==> src/hw/swbl_pkg.sv <==
// Purpose: shared constants and types of the one-wire level receiver
// Assumes: sys_clk at 250 MHz
// Notes:   times are kept in their own unit; cycle counts derive from them
`default_nettype none
package swbl_pkg;
    localparam int CLK_MHZ          = 250;
    localparam int CNT_W            = 12;
    localparam int START_NS         = 2000;
    localparam int EOS_NS           = 2000;
    localparam int ACK_VALID_NS     = 4000;
    localparam int ACK_PULSE_US     = 512;
    // least times round up
    localparam logic [CNT_W-1:0] START_CYC =
        CNT_W'((START_NS * CLK_MHZ + 999) / 1000);
    localparam logic [CNT_W-1:0] EOS_CYC =
        CNT_W'((EOS_NS * CLK_MHZ + 999) / 1000);
    localparam logic [CNT_W-1:0] ACK_VALID_CYC =
        CNT_W'((ACK_VALID_NS * CLK_MHZ + 999) / 1000);
    // longest time rounds down
    localparam int ACK_PULSE_CYC_DFLT = ACK_PULSE_US * CLK_MHZ;
    localparam int ACK_W            = 17;
    // data byte fields
    localparam int ACK_REQ_POS      = 7;
    localparam int SEL_HI_POS       = 6;
    localparam int SEL_LO_POS       = 5;
    localparam int LVL_MSB_POS      = 4;
    localparam int LVL_W            = 5;
    localparam int NUM_LVL          = 4;
    localparam int CMD_W            = 7;
    localparam int FIFO_DEPTH       = 16;
    localparam logic [LVL_W-1:0] LVL_RST = 5'h00;
    localparam logic [2:0] BIT_LAST = 3'h7;
    typedef enum logic [2:0] {
        SWBL_IDLE = 3'h0,
        SWBL_BITS = 3'h1,
        SWBL_EOS  = 3'h3,
        SWBL_GAP  = 3'h2,
        SWBL_VAL  = 3'h6,
        SWBL_ACK  = 3'h7
    } swbl_state_e;
endpackage
`default_nettype wire

==> src/hw/swbl_stream_if.sv <==
// Purpose: valid/ready word stream between the receiver and its fifo
// Assumes: one clock domain
// Notes:   src drives valid and data, snk drives ready
`default_nettype none
interface swbl_stream_if #(parameter int W = 7);
    logic         valid;
    logic         ready;
    logic [W-1:0] data;
    modport src (output valid, output data, input ready);
    modport snk (input valid, input data, output ready);
endinterface
`default_nettype wire

==> src/hw/swbl_fifo.sv <==
// Purpose: word fifo with registered read data
// Assumes: depth is a power of two
// Notes:   an output register sits behind the array, so depth+1 words fit
`default_nettype none
module swbl_fifo #(
    parameter int W = 7,
    parameter int D = 16
) (
    // clock and reset
    input  wire logic   sys_clk,
    input  wire logic   rst_b,
    // streams
    swbl_stream_if.snk  wr,
    swbl_stream_if.src  rd
);
    localparam int AW = $clog2(D);
    logic [W-1:0]  mem [D];
    logic [AW-1:0] wptr_q, wptr_d, rptr_q, rptr_d;
    logic [AW:0]   cnt_q, cnt_d;
    logic          ov_q, ov_d;
    logic [W-1:0]  od_q, od_d;
    logic          push, load;

    assign wr.ready = (cnt_q != (AW+1)'(D));
    assign rd.valid = ov_q;
    assign rd.data  = od_q;

    always_comb begin
        push   = wr.valid && wr.ready;
        load   = (cnt_q != '0) && (!ov_q || rd.ready);
        wptr_d = push ? wptr_q + 1'b1 : wptr_q;
        rptr_d = load ? rptr_q + 1'b1 : rptr_q;
        cnt_d  = cnt_q + (AW+1)'(push) - (AW+1)'(load);
        ov_d   = load ? 1'b1 : (rd.ready ? 1'b0 : ov_q);
        od_d   = load ? mem[rptr_q] : od_q;
    end

    // array kept without reset; pointers, count and output valid carry control state
    always_ff @(posedge sys_clk) begin
        if (push) begin
            mem[wptr_q] <= wr.data;
        end
    end

    always_ff @(posedge sys_clk or negedge rst_b) begin
        if (!rst_b) begin
            wptr_q <= '0;
            rptr_q <= '0;
            cnt_q  <= '0;
            ov_q   <= 1'b0;
            od_q   <= '0;
        end else begin
            wptr_q <= wptr_d;
            rptr_q <= rptr_d;
            cnt_q  <= cnt_d;
            ov_q   <= ov_d;
            od_q   <= od_d;
        end
    end
endmodule // swbl_fifo
`default_nettype wire

==> src/hw/swbl_rx.sv <==
// Purpose: one-wire address/data receiver with open-drain acknowledge
// Assumes: host pulls the line up; sys_clk at 250 MHz
// Notes:   decoded commands pass a fifo before reaching the level registers
`default_nettype none

// Overview of operation
// - bytes shift in msb first
// - address byte accepted without separate start
// - bit runs falling edge to falling edge
// - decide bit by two-to-one phase ratio
// - acknowledge needs request, address match, 16 bits
// - acknowledge drives line low for pulse time
// - pull-down starts after validation delay
// - data byte: request, select, five-bit value
// - acknowledge is open-drain, active low
// - first byte compared with own address
module swbl_rx
    import swbl_pkg::*;
#(
    parameter logic [7:0] DEV_ADDR      = 8'hA5, // arbitrary value
    parameter int         ACK_PULSE_CYC = ACK_PULSE_CYC_DFLT
) (
    // clock and reset
    input  wire logic                        sys_clk,
    input  wire logic                        rst_b,
    // one-wire control line
    input  wire logic                        line_in,
    output logic                             line_out,
    output logic                             line_oe,
    // level register side
    input  wire logic                        apply_en,
    output logic [NUM_LVL*LVL_W-1:0]         level_values,
    output logic                             frame_drop
);
    swbl_stream_if #(.W(CMD_W)) cmd_in ();
    swbl_stream_if #(.W(CMD_W)) cmd_out ();

    swbl_state_e                  st_q, st_d;
    logic                         s1_q, s2_q, s3_q;
    logic [CNT_W-1:0]             low_q, low_d, high_q, high_d;
    logic [7:0]                   sh_q, sh_d;
    logic [2:0]                   bits_q, bits_d;
    logic                         byte1_q, byte1_d;
    logic                         match_q, match_d;
    logic [ACK_W-1:0]             ackc_q, ackc_d;
    logic                         drop_q, drop_d;
    logic [NUM_LVL-1:0][LVL_W-1:0] lvl_q, lvl_d;
    logic                         fall, bit_one, bit_zero, push;
    logic [CNT_W-1:0]             low_inc, high_inc;

    swbl_fifo #(
        .W (CMD_W),
        .D (FIFO_DEPTH)
    ) u_fifo (
        .sys_clk (sys_clk),
        .rst_b   (rst_b),
        .wr      (cmd_in),
        .rd      (cmd_out)
    );

    // s1 feeds only s2; edges are taken from s2 against s3
    always_ff @(posedge sys_clk or negedge rst_b) begin
        if (!rst_b) begin
            s1_q <= 1'b1;
            s2_q <= 1'b1;
            s3_q <= 1'b1;
        end else begin
            s1_q <= line_in;
            s2_q <= s1_q;
            s3_q <= s2_q;
        end
    end

    always_comb begin
        fall     = s3_q && !s2_q;
        low_inc  = (low_q == '1) ? low_q : low_q + 1'b1;
        high_inc = (high_q == '1) ? high_q : high_q + 1'b1;
        bit_one  = {1'b0, high_q} >= {low_q, 1'b0};
        bit_zero = {1'b0, low_q} >= {high_q, 1'b0};
        st_d     = st_q;
        low_d    = low_q;
        high_d   = high_q;
        sh_d     = sh_q;
        bits_d   = bits_q;
        byte1_d  = byte1_q;
        match_d  = match_q;
        ackc_d   = ackc_q;
        drop_d   = 1'b0;
        push     = 1'b0;
        case (st_q)
            SWBL_IDLE: begin
                // a falling edge from a high line opens the address byte
                if (fall) begin
                    st_d    = SWBL_BITS;
                    low_d   = '0;
                    high_d  = '0;
                    bits_d  = '0;
                    byte1_d = 1'b0;
                end
            end
            SWBL_BITS: begin
                if (fall) begin
                    low_d  = '0;
                    high_d = '0;
                    bits_d = bits_q + 1'b1;
                    if (bit_one) begin
                        sh_d = {sh_q[6:0], 1'b1};
                    end else if (bit_zero) begin
                        sh_d = {sh_q[6:0], 1'b0};
                    end
                    if (!bit_one && !bit_zero) begin
                        st_d = SWBL_IDLE;
                    end else if (bits_q == BIT_LAST) begin
                        st_d = SWBL_EOS;
                    end
                end else if (s2_q) begin
                    high_d = high_inc;
                    // a high phase this long mid-byte means a lost frame
                    if (high_q >= START_CYC) begin
                        st_d = SWBL_IDLE;
                    end
                end else begin
                    low_d = low_inc;
                end
            end
            SWBL_EOS: begin
                if (low_q >= EOS_CYC) begin
                    if (!byte1_q) begin
                        match_d = (sh_q == DEV_ADDR);
                        st_d    = SWBL_GAP;
                    end else begin
                        st_d = SWBL_IDLE;
                        if (match_q) begin
                            push   = cmd_in.ready;
                            drop_d = !cmd_in.ready;
                            if (cmd_in.ready && sh_q[ACK_REQ_POS]) begin
                                st_d = SWBL_VAL;
                            end
                        end
                    end
                end else if (s2_q) begin
                    st_d = SWBL_IDLE;
                end else begin
                    low_d = low_inc;
                end
            end
            SWBL_GAP: begin
                if (fall) begin
                    st_d    = SWBL_BITS;
                    low_d   = '0;
                    high_d  = '0;
                    bits_d  = '0;
                    byte1_d = 1'b1;
                end
            end
            SWBL_VAL: begin
                // delay runs from the last falling edge, line ignored
                low_d = low_inc;
                if (low_q >= ACK_VALID_CYC) begin
                    st_d   = SWBL_ACK;
                    ackc_d = '0;
                end
            end
            SWBL_ACK: begin
                ackc_d = ackc_q + 1'b1;
                if (ackc_q == ACK_W'(ACK_PULSE_CYC - 1)) begin
                    st_d = SWBL_IDLE;
                end
            end
            default: begin
                st_d = SWBL_IDLE;
            end
        endcase
    end

    // commands carry select and value; the request bit stays behind
    assign cmd_in.valid = push;
    assign cmd_in.data  = sh_q[SEL_HI_POS:0];
    assign cmd_out.ready = apply_en;

    always_comb begin
        lvl_d = lvl_q;
        if (cmd_out.valid && apply_en) begin
            lvl_d[cmd_out.data[SEL_HI_POS:SEL_LO_POS]] =
                cmd_out.data[LVL_MSB_POS:0];
        end
    end

    always_ff @(posedge sys_clk or negedge rst_b) begin
        if (!rst_b) begin
            st_q    <= SWBL_IDLE;
            low_q   <= '0;
            high_q  <= '0;
            sh_q    <= '0;
            bits_q  <= '0;
            byte1_q <= 1'b0;
            match_q <= 1'b0;
            ackc_q  <= '0;
            drop_q  <= 1'b0;
            lvl_q   <= {NUM_LVL{LVL_RST}};
        end else begin
            st_q    <= st_d;
            low_q   <= low_d;
            high_q  <= high_d;
            sh_q    <= sh_d;
            bits_q  <= bits_d;
            byte1_q <= byte1_d;
            match_q <= match_d;
            ackc_q  <= ackc_d;
            drop_q  <= drop_d;
            lvl_q   <= lvl_d;
        end
    end

    // never drive high: the host's pull-up restores the line
    assign line_out     = 1'b0;
    assign line_oe      = (st_q == SWBL_ACK);
    assign level_values = lvl_q;
    assign frame_drop   = drop_q;
endmodule // swbl_rx
`default_nettype wire

==> config.mk <==
export PLATFORM = sky130hd
export DESIGN_NAME = swbl_rx
export DESIGN_NICKNAME = d
export VERILOG_FILES = /design/src/hw/swbl_pkg.sv /design/src/hw/swbl_stream_if.sv /design/src/hw/swbl_fifo.sv /design/src/hw/swbl_rx.sv
export SDC_FILE = /design/constraint.sdc
export NUM_CORES = 1
export LEC_CHECK = 0
export BUFFER_PORTS_ARGS = -buffer_cell sky130_fd_sc_hd__buf_2
export CELL_PAD_IN_SITES_DETAIL_PLACEMENT = 0
export CELL_PAD_IN_SITES_GLOBAL_PLACEMENT = 1
export CORE_AREA = 5 5 141 143
export DETAILED_ROUTE_END_ITERATION = 12
export DIE_AREA = 0 0 146 148
export PLACE_DENSITY = 0.85
export SLEW_MARGIN = 5
export SYNTH_ARGS = -nofsm -noshare
export SYNTH_HDL_FRONTEND = slang
export SYNTH_SLANG_ARGS = --single-unit
==> constraint.sdc <==
create_clock -name sys_clk -period 4.65 [get_ports sys_clk]
set_input_delay 0.2325 -clock sys_clk [delete_from_list [all_inputs] [get_ports sys_clk]]
set_output_delay 0.2325 -clock sys_clk [all_outputs]
set_load 0.01 [all_outputs]
==> reports/metrics.yaml, run 1 <==
synth_fp_nets: 763
dp.cells: 960
crit_required_ns: 4.81
crit_type: "flip-flop to flip-flop"
antenna_found_initial: 0
yosysSeqAreaShare_pct: 59.2
instances_no_fill: 1004
drv_cap: 0
numClockSinks: 214
worst_slew_pin_slew_ns: 1.10
fillCellCount: 1346
ios: 27
drive_gt1_share_pct: 18.3
clockBufferDepth: 3
synth.distinct_cells: 80
synth_async_sr_flop_share_pct: 47.7
critPathLaunchType: "flip-flop"
cts_setup_buffers: 0
final_cell_mix: "112 x edfxtp_1, 99 x dfrtp_1, 45 x o21ai_0"
postLayoutCellArea_sq_mm: 0.0111
wl_um: 20200
power.density_mw_per_mm2: 557
worstPathArrival_ns: 2.85
synth_area_leaders: "edfxtp_1 34%, dfrtp_1 25%, ha_1 4.9%, mux4_2 4.3%, mux4_1 4.2%"
viasPerCell: 6.07
cts_inserted_buffers: 23
final_util_pct: 60.4
drt_iter0_drc: 547
grt_pass1_wl_um: 34300
io_buffers: 25
setup_viol: 0
final_nets: 798
clk_pin_slew_ns: 0.06
start_util_pct: 54.2
avgSynthCellArea_sq_um: 13.9
min_period_over_period_pct: 57.9
synth_top_area_share_pct: 33.6
cp_max_fo: 10
hold_viol: 0
skew_ns: 0.0101
area_delta_synth_final_pct: 11.5
place_congestion: 0.846
drcViolationCount: 0
drv_slew: 0
yosysWarnings: 0
max-slew-margin-rel_pct: 25.8
max_freq_mhz: 372
placementRows: 50
yosysTopAreaCell: "edfxtp_1"
grt-ovfl-total: 0
p_leak_uw: 0.00435
rsz0062_at_grt: "false"
grt_max_degree: 64
cts_tree: "yes"
syn_area_sq_mm: 0.0100
h-tree-depth: 1
vias: 6097
wire_per_inst_um: 20.1
hold_class: "flip-flop to flip-flop"
clock_latency_ns: 0.50
die_area_sq_mm: 0.0216
post_dp_cell_area_sq_mm: 0.0103
whs_ns: 0.355
antenna_cells: 0
cts_root_buf: "clkbuf_16"
hpwlAfterDp_um: 13700
dr.pass1.iters: 5
fp.dieW_um: 146
synthCells: 719
grt_use_total_pct: 19.4
synth_edf_count: 112
antenna_left: 0
die_height_um: 148
yosys_register_bits: 214
period_needed_ns: 2.69
final_common_cell: "edfxtp_1"
synth-main-ff-cell: "edfxtp_1"
setup-tns-final_ns: 0
grt_pass1_vias: 6362
ir_drop_uv: 236
status: "finished clean"
end_kind: "flip-flop"
core_sq_mm: 0.0185
==> state kept, by name, indices dropped and copies added (netlist names) <==
register	count
level_values	20
u_fifo.rd.data	7
high_q	12
u_fifo.cnt_q	5
st_q	3
u_fifo.rd.valid	1
s1_q	1
bits_q	3
ackc_q	17
u_fifo.wptr_q	4
s3_q	1
frame_drop	1
u_fifo.mem	112
match_q	1
low_q	12
byte1_q	1
u_fifo.rptr_q	4
sh_q	8
s2_q	1
==> cell type report <==
class / instances / area (sq um) / area share (%)
sequential: 214 / 5920 / 53.1
multi-input combinational: 445 / 3810 / 34.2
timing repair buffer: 33 / 195 / 1.75
inverter: 37 / 139 / 1.25
clock buffer: 37 / 698 / 6.26
clock inverter: 4 / 95.1 / 0.853
tap: 234 / 293 / 2.63
==> metal layers <==
metal / part of all wire [%] / track usage (%)
met5: 0 / 0
met4: 1.3 / 4.14
met3: 5.1 / 2.70
met2: 49 / 32.4
met1: 45 / 27.7
==> per-stage QoR <==
step / power, uW / worst slack (ns)
4_1_cts: 6270 / 1.93
2_1_floorplan: 3850 / 2.11
3_3_place_gp: 4300 / 2.03
3_5_place_dp: 4370 / 1.96
5_1_grt: 6550 / 1.71
6_report: 6210 / 1.96
==> kinds of logic after synthesis <==
group           count (synthesis)  synth area share, %
flops                         214                 59.2
simple gates                  180                 9.89
compound gates                141                 9.34
mux                            73                 12.9
buf+inv                        60                 2.67
fa+ha+maj                      40                 5.08
xor+xnor                       10                0.876
other cells                     1               0.0375
==> where the power goes <==
part | leakage [uW] | switching, uW | total, uW | internal [uW]
combinational | 0.00163 | 754 | 1570 | 821
sequential | 0.00233 | 403 | 2760 | 2360
clock | 0.000388 | 693 | 1880 | 1190
total | 0.00435 | 1850 | 6210 | 4360
==> synth_stat cells (5+ instances only) <==
| library cell | n |
|---|---|
| o21ai_1 | 6 |
| nand2_1 | 36 |
| edfxtp_1 | 112 |
| o31ai_1 | 10 |
| a21oi_1 | 28 |
| inv_1 | 34 |
| o211ai_1 | 5 |
| mux4_2 | 19 |
| dfrtp_1 | 99 |
| nor2_1 | 34 |
| mux4_1 | 16 |
| ha_1 | 39 |
| and2_1 | 17 |
| o21ai_0 | 45 |
| clkbuf_1 | 9 |
| nand3_1 | 28 |
| a31oi_1 | 10 |
| and3_1 | 7 |
| xnor2_1 | 7 |
| nor3_1 | 10 |
| mux2_2 | 31 |
| nand4_1 | 13 |
| buf_2 | 9 |
==> critical path: stages, from the launching register on <==
cell and delay, ns:
dfrtp_1 0.52, nand3_2 0.19, o211ai_2 0.30, nand3_2 0.22, nor2_2 0.44, and3b_1 0.29
and2_1 0.38
==> final timing paths <==
kind / slack (ns) / endpoint / startpoint / cells past startpoint
worst max-delay path: 1.96 / u_fifo.mem[8][5] / low_q[5] / 6
worst min-delay path: 0.35 / s2_q / s1_q / 0
worst max register to register: 1.96 / u_fifo.mem[8][5] / low_q[5] / 6
worst min register to register: 0.35 / s2_q / s1_q / 0
max in group asynchronous: 3.30 / level_values[6] / rst_b / 3
min in group asynchronous: 0.37 / u_fifo.rptr_q[2] / rst_b / 2
==> repair_timing <==
| item | CTS | global route |
|---|---|---|
| endpoints found under the hold margin | 61 | 0 |
| gates resized for setup | 0 | 0 |
| setup endpoints to repair | 0 | 0 |
| hold buffers | 3 | 0 |
Note: power is estimated with default switching activity, not from simulation.
==> run 2: changes to the inputs <==
--- a/config.mk
+++ b/config.mk
@@ -5,13 +5,14 @@
 export SDC_FILE = /design/constraint.sdc
 export NUM_CORES = 1
 export LEC_CHECK = 0
+export ABC_AREA = 1
 export BUFFER_PORTS_ARGS = -buffer_cell sky130_fd_sc_hd__buf_2
 export CELL_PAD_IN_SITES_DETAIL_PLACEMENT = 0
 export CELL_PAD_IN_SITES_GLOBAL_PLACEMENT = 1
-export CORE_AREA = 5 5 141 143
+export CORE_AREA = 5 5 152 154
 export DETAILED_ROUTE_END_ITERATION = 12
-export DIE_AREA = 0 0 146 148
-export PLACE_DENSITY = 0.85
+export DIE_AREA = 0 0 157 159
+export PLACE_DENSITY = 0.81
 export SLEW_MARGIN = 5
 export SYNTH_ARGS = -nofsm -noshare
 export SYNTH_HDL_FRONTEND = slang
==> constraint.sdc (replaced) <==
create_clock -name sys_clk -period 2.7 [get_ports sys_clk]
set_input_delay 0.135 -clock sys_clk [delete_from_list [all_inputs] [get_ports sys_clk]]
set_output_delay 0.135 -clock sys_clk [all_outputs]
set_load 0.01 [all_outputs]
==> run 2 against run 1 <==
  * Utilization shrank 6.2 points
  * Synthesized cell count grew 50%
  * Combinational power grew to 2.5 times the previous value
  * Critical endpoint is now u_fifo.cnt_q[4]
  * Largest power group unchanged
  * Highest routed layer unchanged
==> reports/metrics.yaml, run 2 <==
status: "finished clean"
critPathTopFamily: "adder cells"
yosysTopAreaCell: "edfxtp_1"
wire_per_inst_um: 16.5
crit_path_top_delay_cell: "fa_1"
path_buf_inv: 3
yosysMostFrequentCell: "nor2_1"
syn_area_sq_mm: 0.0104
cts_root_buf: "clkbuf_16"
regMostFlops: "u_fifo.mem"
synth.distinct_cells: 47
numClockSinks: 214
synth_async_sr_flop_share_pct: 47.7
drt_iter0_drc: 552
cts_tree: "yes"
drv_cap: 0
antenna_left: 0
drive_gt1_share_pct: 12.3
antenna_found_initial: 0
antenna_cells: 0
end_kind: "flip-flop"
h-tree-depth: 1
final_nets: 1170
cp_max_fo: 4
skew_ns: 0.0113
whs_ns: 0.132
synth_area_leaders: "edfxtp_1 32%, dfrtp_1 24%, nor2_1 6.3%, nand2_1 5.8%, ha_1 4.7%"
power.share.clock_pct: 26.2
drcViolationCount: 0
vias: 7548
power.density_mw_per_mm2: 1010
area_delta_synth_final_pct: 12.7
max-slew-margin-rel_pct: 50.8
place_congestion: 0.852
power_frac_seq_pct: 40.2
wl_um: 23500
rsz0062_at_grt: "false"
synth_fp_nets: 1124
dr.pass1.iters: 5
p_int_uw: 7270
grt_max_degree: 60
hpwlAfterDp_um: 16000
largest_reg_flops: 112
worst_slew_pin_slew_ns: 0.738
synth-main-ff-cell: "edfxtp_1"
grt_pass1_wl_um: 38000
die_height_um: 159
max_freq_mhz: 401
synth_top_area_share_pct: 32.4
switching_share_pct: 38.6
fillCellCount: 1944
grt_pass1_vias: 7248
start_util_pct: 48.1
min_period_over_period_pct: 92.3
p_comb_share_pct: 33.5
slowest_delay_ns: 0.41
grt_use_total_pct: 18.6
core_sq_mm: 0.0216
yosysWarnings: 0
clockBufferDepth: 3
ir_drop_uv: 641
grt-ovfl-total: 0
setup-tns-final_ns: 0
synthTopCellsByCount: "173 x nor2_1, 159 x nand2_1, 112 x edfxtp_1"
clk_pin_slew_ns: 0.06
p_sw_uw: 4570
drv_slew: 0
cp_num_cells: 13
ios: 27
hold_class: "input pin to async pin"
clock_latency_ns: 0.52
cp_common_cell: "ha_1"
critPathLaunchType: "flip-flop"
worstPathArrival_ns: 2.94
yosys_register_bits: 214
crit_type: "flip-flop to flip-flop"
placementRows: 54
p_leak_uw: 0.00492
period_needed_ns: 2.49
crit_required_ns: 3.14
viasPerCell: 5.30
final_common_cell: "nor2_1"
rr_worst_depth: 13
cts_inserted_buffers: 24
synth_edf_count: 112
io_buffers: 25
avgSynthCellArea_sq_um: 9.60
synthCells: 1080
yosysSeqAreaShare_pct: 57.1
die_area_sq_mm: 0.0250
path_cells: "inv_1 > ha_1 > nand4_1 > nand2_1 > clkinv_1 > ha_1 > inv_1 > ha_1 > fa_1 > a21oi_1 > nor2_1 > nor2_1 > xor2_1"
setup_viol: 0
fp.dieW_um: 157
final_cell_mix: "173 x nor2_1, 159 x nand2_1, 112 x edfxtp_1"
hold_viol: 0
cts_setup_buffers: 0
-- run 2: cell count changes in the layout (fill, tap and decap cells not counted), sizes merged, moves of 10 or more --
cell,change
o211ai,+29
xor2,+11
and2,-18
clkinv,+13
nor2,+147
mux2,-36
clkbuf,-10
inv,+72
buf,+23
nand2,+133
mux4,-35
a21oi,+10
nand3,+26
o21ai,+63
-- run 2: layout make-up --
cell class | count | area (sq um) | area share (%)
clock buffers | 27 | 622 | 5.32
clock inverters | 17 | 138 | 1.18
inverters | 108 | 408 | 3.49
multi-input cells | 722 | 3860 | 33.0
flip-flops and latches | 214 | 5920 | 50.6
well taps | 280 | 350 | 3.00
repair buffers | 56 | 393 | 3.36
-- run 2: path summary, 6_finish.rpt --
kind / start / to / slack [ns]
worst max-delay path: u_fifo.cnt_q[3] / u_fifo.cnt_q[4] / 0.21
worst min register to register: s1_q / s2_q / 0.36
max in group asynchronous: rst_b / high_q[0] / 1.85
worst min-delay path: rst_b / level_values[4] / 0.13
min in group sys_clk: line_in / s1_q / 0.26
worst max register to register: u_fifo.cnt_q[3] / u_fifo.cnt_q[4] / 0.21
-- run 2: repair_timing --
item | CTS | global route
hold buffers | 3 | 0
setup endpoints to repair | 0 | 1
resized for setup | 0 | 1
hold endpoints to repair | 39 | 0
-- run 2: worst reg2reg max path, delay by kind of cell (launching register included) --
kind / cells / cell delay [ns]
XOR/XNOR: 1 / 0.15
buffers and inverters: 3 / 0.23
adder cells (fa/ha/maj): 4 / 1.08
flip-flops: 1 / 0.38
AND/OR/NAND/NOR: 4 / 0.40
AO/OA/AOI/OAI: 1 / 0.18
-- run 2: per-stage QoR --
stage	power [uW]	util (%)	std cells	instance area (sq um)	worst slack, ns
floorplan	7430	-	1080	10400	0.0847
global placement	8720	50.6	1377	10900	0.264
detailed placement	8780	50.6	1377	10900	0.185
CTS	11900	54.2	1424	11700	0.172
global route	12600	54.2	1424	11700	0.0216
finish	11800	54.2	1424	11700	0.207
-- run 2: layer usage --
layer | share of wire (%) | GRT usage, % | vias up
met2 | 46 | 29.8 | 188
met3 | 5.3 | 2.75 | 28
li1 | - | - | 3793
met5 | 0 | 0 | -
met4 | 1.9 | 4.73 | 0
met1 | 46 | 26.8 | 3539
-- run 2: power groups by stage --
stage / Combinational [uW] / Sequential [uW] / Clock, uW
final: 3970 / 4760 / 3110
after global routing: 4490 / 4840 / 3310
after CTS: 3990 / 4760 / 3190
after detailed placement: 3960 / 4820 / 0
after global placement: 3930 / 4790 / 0
after floorplan: 2770 / 4660 / 0
-- run 2: logic make-up (layout without fill, tap and decap cells) --
kind of cell	Yosys count	after routing	share of synthesized area, %
adders and majority gates	40	40	4.90
muxes	4	4	0.386
other	1	1	0.0362
AOI/OAI and AO/OA	222	222	12.4
DFF	214	214	57.1
and+or+nand+nor	441	441	18.3
buffers and inverters	144	208	5.71
xor gates and xnor gates	14	14	1.18
